### src/pkg/bbse_pkg.sv
// Purpose: constants for the relative jump and single bit force executor
// Assumes: 16-bit instruction words, 21-bit byte program counter
// Notes:   quarter phases are one-hot codes of one mclk each
package bbse_pkg;
    localparam int          PC_W         = 21;
    localparam int          ADDR_W       = 12;
    localparam logic [4:0]  JUMP_OPCODE  = 5'h1a;  // 1101 then 0
    localparam logic [3:0]  BSET_OPCODE  = 4'h8;   // 1000
    localparam int          OP_JUMP_HI   = 15;
    localparam int          OP_JUMP_LO   = 11;
    localparam int          OP_BSET_LO   = 12;
    localparam int          OFS_HI       = 10;
    localparam int          BIT_HI       = 11;
    localparam int          BIT_LO       = 9;
    localparam int          BANK_FLAG    = 8;
    localparam int          REG_HI       = 7;
    localparam logic [7:0]  ACCESS_SPLIT = 8'h5f;  // 95, low access half
    localparam logic [3:0]  ACCESS_LOW   = 4'h0;
    localparam logic [3:0]  ACCESS_HIGH  = 4'hf;
    localparam logic [15:0] NOP_WORD     = 16'h0000;

    typedef enum logic [3:0] {
        BBSE_Q1 = 4'h1,
        BBSE_Q2 = 4'h2,
        BBSE_Q3 = 4'h4,
        BBSE_Q4 = 4'h8
    } bbse_phase_t;
endpackage

### src/bbse_exec.sv
// Purpose: executes relative_jump_op and single_bit_force_op in the core
// Assumes: fetch unit supplies the word and the already advanced pc in Q1
// Notes:   outputs are registered, so each phase action shows one mclk late
//
// Operation
// - jump is 11010, target pc+2+2n
// - offset added to advanced pc, not own
// - jump takes two cycles, second is nop
// - bit force 1000: set bit b, keep rest
// - a=0, no extension: use access bank
// - a=0, extension, f<=5fh: indexed literal offset
`timescale 1ns/1ps
module bbse_exec
    import bbse_pkg::*;
(
    // clock and reset
    input  wire logic                          mclk,
    input  wire logic                          nrst,
    // fetch side
    input  wire logic [15:0]                   instr,
    input  wire logic [bbse_pkg::PC_W-1:0]     pc_in,
    output logic      [bbse_pkg::PC_W-1:0]     pc_out,
    output logic                               pc_wr,
    output logic                               flush,
    output logic [3:0]                         phase,
    // core controls
    input  wire logic                          ext_en,
    input  wire logic [3:0]                    bank_choice_register,
    input  wire logic [bbse_pkg::ADDR_W-1:0]   index_base,
    // register file side
    output logic [bbse_pkg::ADDR_W-1:0]        reg_addr,
    output logic                               reg_rd,
    output logic                               reg_wr,
    output logic [7:0]                         wr_data,
    input  wire logic [7:0]                    rd_data,
    output logic                               status_wr
);
    import bbse_pkg::*;

    function automatic logic is_jump(input logic [15:0] w);
        return w[OP_JUMP_HI:OP_JUMP_LO] == JUMP_OPCODE;
    endfunction

    function automatic logic is_bset(input logic [15:0] w);
        return w[OP_JUMP_HI:OP_BSET_LO] == BSET_OPCODE;
    endfunction

    function automatic logic [PC_W-1:0] jump_ofs(input logic [15:0] w);
        return {{(PC_W-12){w[OFS_HI]}}, w[OFS_HI:0], 1'b0};
    endfunction

    function automatic logic [ADDR_W-1:0] map_addr(
        input logic [15:0]       w,
        input logic              ext,
        input logic [3:0]        bank,
        input logic [ADDR_W-1:0] base);
        logic [7:0] f;
        f = w[REG_HI:0];
        if (w[BANK_FLAG])
            return {bank, f};
        else if (ext && f <= ACCESS_SPLIT)
            return ADDR_W'(base + {4'h0, f});
        else if (f <= ACCESS_SPLIT)
            return {ACCESS_LOW, f};
        else
            return {ACCESS_HIGH, f};
    endfunction

    ////////////////////////////////////////////////////////////////////
    bbse_phase_t         q;
    bbse_phase_t         next_q;
    logic [15:0]         ir;
    logic [15:0]         next_ir;
    logic [PC_W-1:0]     pc_base;
    logic [PC_W-1:0]     next_pc_base;
    logic                kill;
    logic                next_kill;
    logic [7:0]          rd_hold;
    logic [7:0]          next_rd_hold;
    logic [PC_W-1:0]     next_pc_out;
    logic                next_pc_wr;
    logic                next_flush;
    logic [ADDR_W-1:0]   next_reg_addr;
    logic                next_reg_rd;
    logic                next_reg_wr;
    logic [7:0]          next_wr_data;

    // no arithmetic flag is ever written by these two operations
    assign status_wr = 1'b0;
    assign phase     = q;

    always_comb begin
        next_q        = q;
        next_ir       = ir;
        next_pc_base  = pc_base;
        next_kill     = kill;
        next_rd_hold  = rd_hold;
        next_pc_out   = pc_out;
        next_pc_wr    = 1'b0;
        next_flush    = 1'b0;
        next_reg_addr = reg_addr;
        next_reg_rd   = 1'b0;
        next_reg_wr   = 1'b0;
        next_wr_data  = wr_data;
        unique case (q)
            BBSE_Q1: begin
                next_q       = BBSE_Q2;
                // discarded prefetch runs as a nop word
                next_ir      = kill ? NOP_WORD : instr;
                next_kill    = 1'b0;
                next_pc_base = pc_in;
                if (!kill && is_bset(instr)) begin
                    next_reg_addr = map_addr(instr, ext_en,
                                    bank_choice_register, index_base);
                    next_reg_rd   = 1'b1;
                end
            end
            BBSE_Q2: begin
                next_q       = BBSE_Q3;
                next_rd_hold = rd_data;
            end
            BBSE_Q3: begin
                next_q = BBSE_Q4;
                if (is_jump(ir)) begin
                    next_pc_out = PC_W'(pc_base + jump_ofs(ir));
                    next_pc_wr  = 1'b1;
                    next_flush  = 1'b1;
                    next_kill   = 1'b1;
                end else if (is_bset(ir)) begin
                    next_wr_data = rd_hold | (8'h01 << ir[BIT_HI:BIT_LO]);
                    next_reg_wr  = 1'b1;
                end
            end
            BBSE_Q4: next_q = BBSE_Q1;
            default: next_q = BBSE_Q1;
        endcase
    end

    always_ff @(posedge mclk or negedge nrst) begin
        if (!nrst) begin
            q        <= BBSE_Q1;
            ir       <= 16'h0000;
            pc_base  <= '0;
            kill     <= 1'b0;
            rd_hold  <= 8'h00;
            pc_out   <= '0;
            pc_wr    <= 1'b0;
            flush    <= 1'b0;
            reg_addr <= '0;
            reg_rd   <= 1'b0;
            reg_wr   <= 1'b0;
            wr_data  <= 8'h00;
        end else begin
            q        <= next_q;
            ir       <= next_ir;
            pc_base  <= next_pc_base;
            kill     <= next_kill;
            rd_hold  <= next_rd_hold;
            pc_out   <= next_pc_out;
            pc_wr    <= next_pc_wr;
            flush    <= next_flush;
            reg_addr <= next_reg_addr;
            reg_rd   <= next_reg_rd;
            reg_wr   <= next_reg_wr;
            wr_data  <= next_wr_data;
        end
    end

    ////////////////////////////////////////////////////////////////////
    // target rebuilt from the sampled pc, not from the stored base
    jump_target_a: assert property (
        @(posedge mclk) disable iff (!nrst)
        pc_wr |-> pc_out == PC_W'($past(pc_in, 3)
                  + {{(PC_W-12){ir[OFS_HI]}}, ir[OFS_HI:0], 1'b0}))
        else $error("jump target wrong");

    jump_base_a: assert property (
        @(posedge mclk) disable iff (!nrst)
        pc_wr |-> pc_base == $past(pc_in, 3))
        else $error("jump not based on advanced pc");

    jump_nop_a: assert property (
        @(posedge mclk) disable iff (!nrst)
        pc_wr |-> flush ##1 (!pc_wr && !reg_wr && !reg_rd) [*4])
        else $error("second jump cycle not a nop");

    jump_slot_a: assert property (
        @(posedge mclk) disable iff (!nrst)
        pc_wr |-> phase == 4'h8 && ir[OP_JUMP_HI:OP_JUMP_LO] == JUMP_OPCODE)
        else $error("jump write outside its slot");

    // first edge after reset still shows q1, so skip it
    phase_turn_a: assert property (
        @(posedge mclk) disable iff (!nrst)
        $past(nrst) |-> phase == {$past(phase[2:0]), $past(phase[3])})
        else $error("quarter phase out of turn");

    bit_value_a: assert property (
        @(posedge mclk) disable iff (!nrst)
        reg_wr |-> wr_data == ($past(rd_data, 2)
                              | (8'h01 << ir[BIT_HI:BIT_LO])))
        else $error("bit force value wrong");

    read_write_a: assert property (
        @(posedge mclk) disable iff (!nrst)
        reg_rd |-> ##2 reg_wr && reg_addr == $past(reg_addr, 2))
        else $error("write does not follow read");

    force_slot_a: assert property (
        @(posedge mclk) disable iff (!nrst)
        reg_rd |-> (phase == 4'h2) ##2 (reg_wr && phase == 4'h8))
        else $error("bit force outside its slot");

    access_bank_a: assert property (
        @(posedge mclk) disable iff (!nrst)
        reg_rd && !ir[BANK_FLAG] && !$past(ext_en) |->
        reg_addr == {(ir[REG_HI:0] <= ACCESS_SPLIT) ? ACCESS_LOW
                     : ACCESS_HIGH, ir[REG_HI:0]})
        else $error("access bank address wrong");

    indexed_mode_a: assert property (
        @(posedge mclk) disable iff (!nrst)
        reg_rd && !ir[BANK_FLAG] && $past(ext_en)
        && ir[REG_HI:0] <= ACCESS_SPLIT |->
        reg_addr == ADDR_W'($past(index_base) + {4'h0, ir[REG_HI:0]}))
        else $error("indexed address wrong");

    banked_a: assert property (
        @(posedge mclk) disable iff (!nrst)
        reg_rd && ir[BANK_FLAG] |->
        reg_addr == {$past(bank_choice_register), ir[REG_HI:0]})
        else $error("banked address wrong");
endmodule

### config.mk
export PLATFORM = sky130hd
export DESIGN_NAME = bbse_exec
export DESIGN_NICKNAME = d
export VERILOG_FILES = /design/src/pkg/bbse_pkg.sv /design/src/bbse_exec.sv
export SDC_FILE = /design/constraint.sdc
export NUM_CORES = 1
export LEC_CHECK = 0
export ABC_AREA = 1
export BUFFER_PORTS_ARGS = -buffer_cell sky130_fd_sc_hd__buf_2
export CORE_ASPECT_RATIO = 0.75
export CORE_MARGIN = 2
export CORE_UTILIZATION = 29
export DETAILED_ROUTE_END_ITERATION = 8
export PLACE_DENSITY = 0.49
export REMOVE_ABC_BUFFERS = 1
export SYNTH_ARGS = -nofsm -noshare
export SYNTH_HDL_FRONTEND = slang
export SYNTH_SLANG_ARGS = --single-unit
### constraint.sdc
create_clock -name mclk -period 2.6 [get_ports mclk]
set_input_delay 0.26 -clock mclk [delete_from_list [all_inputs] [get_ports mclk]]
set_output_delay 0.26 -clock mclk [all_outputs]
set_load 0.005 [all_outputs]
=== After elaboration in Yosys (flattened, before gate mapping) ===
Cells that the tools add are included.

* Input bits: 64
* Word-level logic and storage cells: 46
* Flip-flop bits (word level): 94

* Magnitude comparators: 1
* $add $sub $neg: 2
* Shifts and indexed selects: 1
* Mux-type cells: 14
* Bitwise gates (word level): 2
* Equal/unequal tests: 7
* Reductions and logical operators: 8

{| class="wikitable"
|+ Operators by type and width
! operator !! count
|-
| $mux 12 || 3
|-
| $add 21x21->21 || 1
|-
| $mux 16 || 1
|-
| $add 12x8->12 || 1
|-
| $pmux 4 s3 || 1
|-
| $eq 4x4->1 const B || 2
|-
| $le 8x7->1 const B || 1
|-
| $mux 1 || 8
|-
| $or 8x8->8 || 1
|-
| $shl 1x3->8 const A || 1
|-
| $reduce_and 2->1 || 3
|-
| $eq 5x5->1 const B || 1
|-
| $eq 4x1->1 const B || 1
|-
| $eq 4x2->1 const B || 1
|-
| $eq 4x3->1 const B || 1
|-
| $reduce_and 3->1 || 1
|-
| $logic_and 1x1->1 || 2
|-
| $ne 2x2->1 const B || 1
|-
| $pmux 1 s2 || 1
|-
| $reduce_bool 2->1 || 1
|-
| $logic_not 1->1 || 1
|-
| $not 1->1 || 1
|}

=== Logic depth before layout (Yosys ltp) ===
* Depth after elaboration: 4
* Depth in mapped cells: 12

=== Worst setup path before layout ===
OpenSTA, ideal clock, no wires.

* Kind: register to register
* Start: register ir[10]
* End: register pc_out[17] (netlist bit)
* Setup slack: 835 ps
* Library setup time: 117 ps
* Arrival: 1647 ps
* Stages on the path, launching flop included: 10
* Path through: dfrtp_1 ha_1 nand2_1 inv_1 a21oi_1 nor2_1 nor2_1 nand3_1 nand3_1 nand2_1

* Cells in the longest elaborated chain, start to end: 1

{| class="wikitable"
|+ Ends and longest elaborated chain
! item !! RTL line !! RTL
|-
| start, declared || bbse_exec.sv:72 || <nowiki>logic [15:0] ir;</nowiki>
|-
| start signal, assigned || bbse_exec.sv:155 || <nowiki>ir <= next_ir;</nowiki>
|-
| $add 21x21->21 || bbse_exec.sv:125 || <nowiki>next_pc_out = PC_W'(pc_base + jump_ofs(ir));</nowiki>
|-
| end signal, assigned || bbse_exec.sv:159 || <nowiki>pc_out <= next_pc_out;</nowiki>
|-
| end, declared || bbse_exec.sv:22 || <nowiki>output logic [bbse_pkg::PC_W-1:0] pc_out,</nowiki>
|}

Every way passes these cells.
A chain may end at the register's enable or synchronous reset.

=== Final worst setup path ===
Same ends and word-level chain as after synthesis.

==> flow_summary.ini <==
[outcome]
status = completed

[cts]
clock_latency_ns = 0.36
cts_buffers = 9
clk_pin_slew_worst_paths_ns = 0.07
cts_max_level = 3
cts_hold_buf = 1
cts_resized = 0
clock_path_buffers = 2
cts_tree = done
root_buffer = clkbuf_16
clkSinkCount = 94
post_cts_buffers = 0

[critical_path]
cp-start-kind = register
worst-path-max-fanout = 15
worst-path-buf-inv = 1
crit_type = register to register
critical_path.top_delay_family = flip-flops
critPathLaunch = ir[10]$_DFFE_PN0P_
cp-end-kind = register
slowest_stage = dfrtp_1
critPathRequiredTime_ns = 2.84
worstPathCellList = ha_1, nand2_1, inv_1, a21oi_1, nor2_1, nor2_1, nand3_1, nand3_1, nand2_1
cp_data_arrival_time_ns = 2.33
critPathMaxStageDelay_ns = 0.71
timing.rr.start = ir[10]$_DFFE_PN0P_

[logic_synthesis]
syn-cell-area_um2 = 5419
synth_seq_cells = 94
synthCells = 730
synthTopCellsByArea = dfrtp_1, nand2_1, ha_1
avgSynthCellArea_um2 = 7.423
synth_top_area_cell = dfrtp_1
synth_cell_types = 34
seq_area_frac_synth_pct = 43.43
synth_top_cell_area_share_pct = 42.95
yosys_warnings = 0

[timing]
hold_viol_final = 0
max_freq_mhz = 478.7
finalMaxSlewViolations = 0
finClkSkew_ns = 0.006042
rsz0062_at_grt = no
period_minus_slack_ns = 2.089
fin_crit_sh_pct = 80.34
slew_headroom_pct = 61.51
fin_setup_tns_ns = 0
fin_hold_ws_ns = 0.09792
finalSetupViolCount = 0
worst_pin_slew_ns = 0.5774

[hold_path]
hold_path.class = input port to register
min_from = pc_in[12]

[floorplan]
die_x_um = 161.8
start_util_pct = 29.45
ioPinCount = 114
die_h_um = 122.4
coreArea_um2 = 18400
die_area_um2 = 19810
row_count = 43

[route]
wl_met3_um = 781
drt_iter0_markers = 276
wl_met2_um = 5719
vias = 4791
met1_length_um = 8036
dr.pass1.iters = 5
via_per_inst = 4.375
ant_nets = 0
wirelength_um = 14720
drcViolationCount = 0
wire_per_inst_um = 13.44
top_layer = met4

[power_and_ir_drop]
pwr-share-seq_pct = 43.4
pwr-share-clk_pct = 37.1
pwr-share-comb_pct = 19.6
p_sw_share_pct = 29.14
switching_power_mw = 1.138
ir_worst_vdd_mv = 0.3103
leakage_nw = 3.600
internal_power_mw = 2.767
power_density_nw_per_um2 = 595.0

[global_routing]
overflow = 0
grt_pass1_wl_um = 24360
grt_pass1_vias = 4683
grt_max_degree = 62
track_usage_pct = 15.70
antenna_found_initial = 0

[final_layout]
mostFrequentLayoutCell = nand2_1
final_cell_mix = nand2_1, buf_2, dfrtp_1
drive_gt1_share_pct = 17.92
n_antenna_cell = 0
syn_to_final_growth_pct = 21.13
finalNetCount = 936

[job]
cap_violations = 0

[place]
place_congestion = 0.8837
dp_hpwl_um = 11490
port_buffers = 112
## power groups by stage
stage / logic, mW / registers, mW / clock network [mW]
2_1_floorplan: 0.441 / 1.71 / 0
3_3_place_gp: 0.773 / 1.72 / 0
3_5_place_dp: 0.771 / 1.72 / 0
4_1_cts: 0.775 / 1.70 / 1.49
5_1_grt: 0.887 / 1.71 / 1.55
6_report: 0.764 / 1.69 / 1.45
## per-stage QoR
stage                     util (%)  worst slack, ns  cells  area, µm²  power (mW)
after floorplan                  -           0.4426    712       5295       2.153
after global placement       33.87           0.5652   1078       6232       2.496
after detailed placement     33.87           0.5318   1078       6232       2.493
after CTS                    35.67           0.5229   1095       6564       3.966
after global routing         35.67           0.3069   1095       6564       4.154
final                        35.67           0.5112   1095       6564       3.905
## synth_stat cells, drive strengths merged
library cell / count
nand2: 281
dfrtp: 93
inv: 88
nand3: 48
nor2: 47
o21ai: 46
a21oi: 35
ha: 27
buf: 15
xnor2: 10
a31oi: 9
nand4: 6
nor3: 6
a22o: 3
clkbuf: 3
nand3b: 3
fa: 2
nor4: 2
a21o: 1
and2: 1
conb: 1
dfstp: 1
or2: 1
xor2: 1
## cell families after synthesis
kind of cell               after synthesis  synth area share (%)
other                                    1               0.06920
AOI/OAI and AO/OA                       94                 9.213
DFF                                     94                 43.43
and+or+nand+nor                        395                 30.15
adders and majority gates               29                 6.973
buffers and inverters                  106                 8.382
xor gates and xnor gates                11                 1.778
## state kept, by name, indices dropped and copies added, names as in the netlist
register and count:
pc_base 21, rd_hold 8, flush 1, phase 4, pc_out 21, kill 1, wr_data 8, reg_rd 1
ir 16, reg_wr 1, reg_addr 12
## final cells by class
class                      instances  area (µm²)
fill                            2055       11840
clock inverter                     7       96.34
clock buffer                       9       225.2
timing repair buffer             120       638.1
inverter                          88       330.3
tap                              247       309.0
sequential                        94        2354
multi-input combinational        530        2611
## routing by layer
layer | track usage, % | up-vias
met4 | 4.314 | 0
li1 | - | 2546
met1 | 23.40 | 2133
met3 | 3.684 | 13
met2 | 22.66 | 99
met5 | 0 | -
## tightest hold or removal path, delay by kind of cell
kind	cells	cell delay, ns
buffers and inverters	1	0.07
and+or+nand+nor	2	0.08
## final timing paths
kind / endpoint / slack (ns) / cells past startpoint
setup reg to reg: pc_out[17]$_DFFE_PN0P_ / 0.51 / 9
max in group asynchronous: phase[0]$_DFF_PN1_ / 1.46 / 3
setup / recovery: pc_out[17]$_DFFE_PN0P_ / 0.51 / 9
min in group asynchronous: reg_addr[2]$_DFFE_PN0P_ / 0.42 / 2
hold / removal: pc_base[12]$_DFFE_PN0P_ / 0.1 / 3
hold reg to reg: pc_out[19]$_DFFE_PN0P_ / 0.48 / 2
Note: power is estimated with default switching activity, not from simulation.
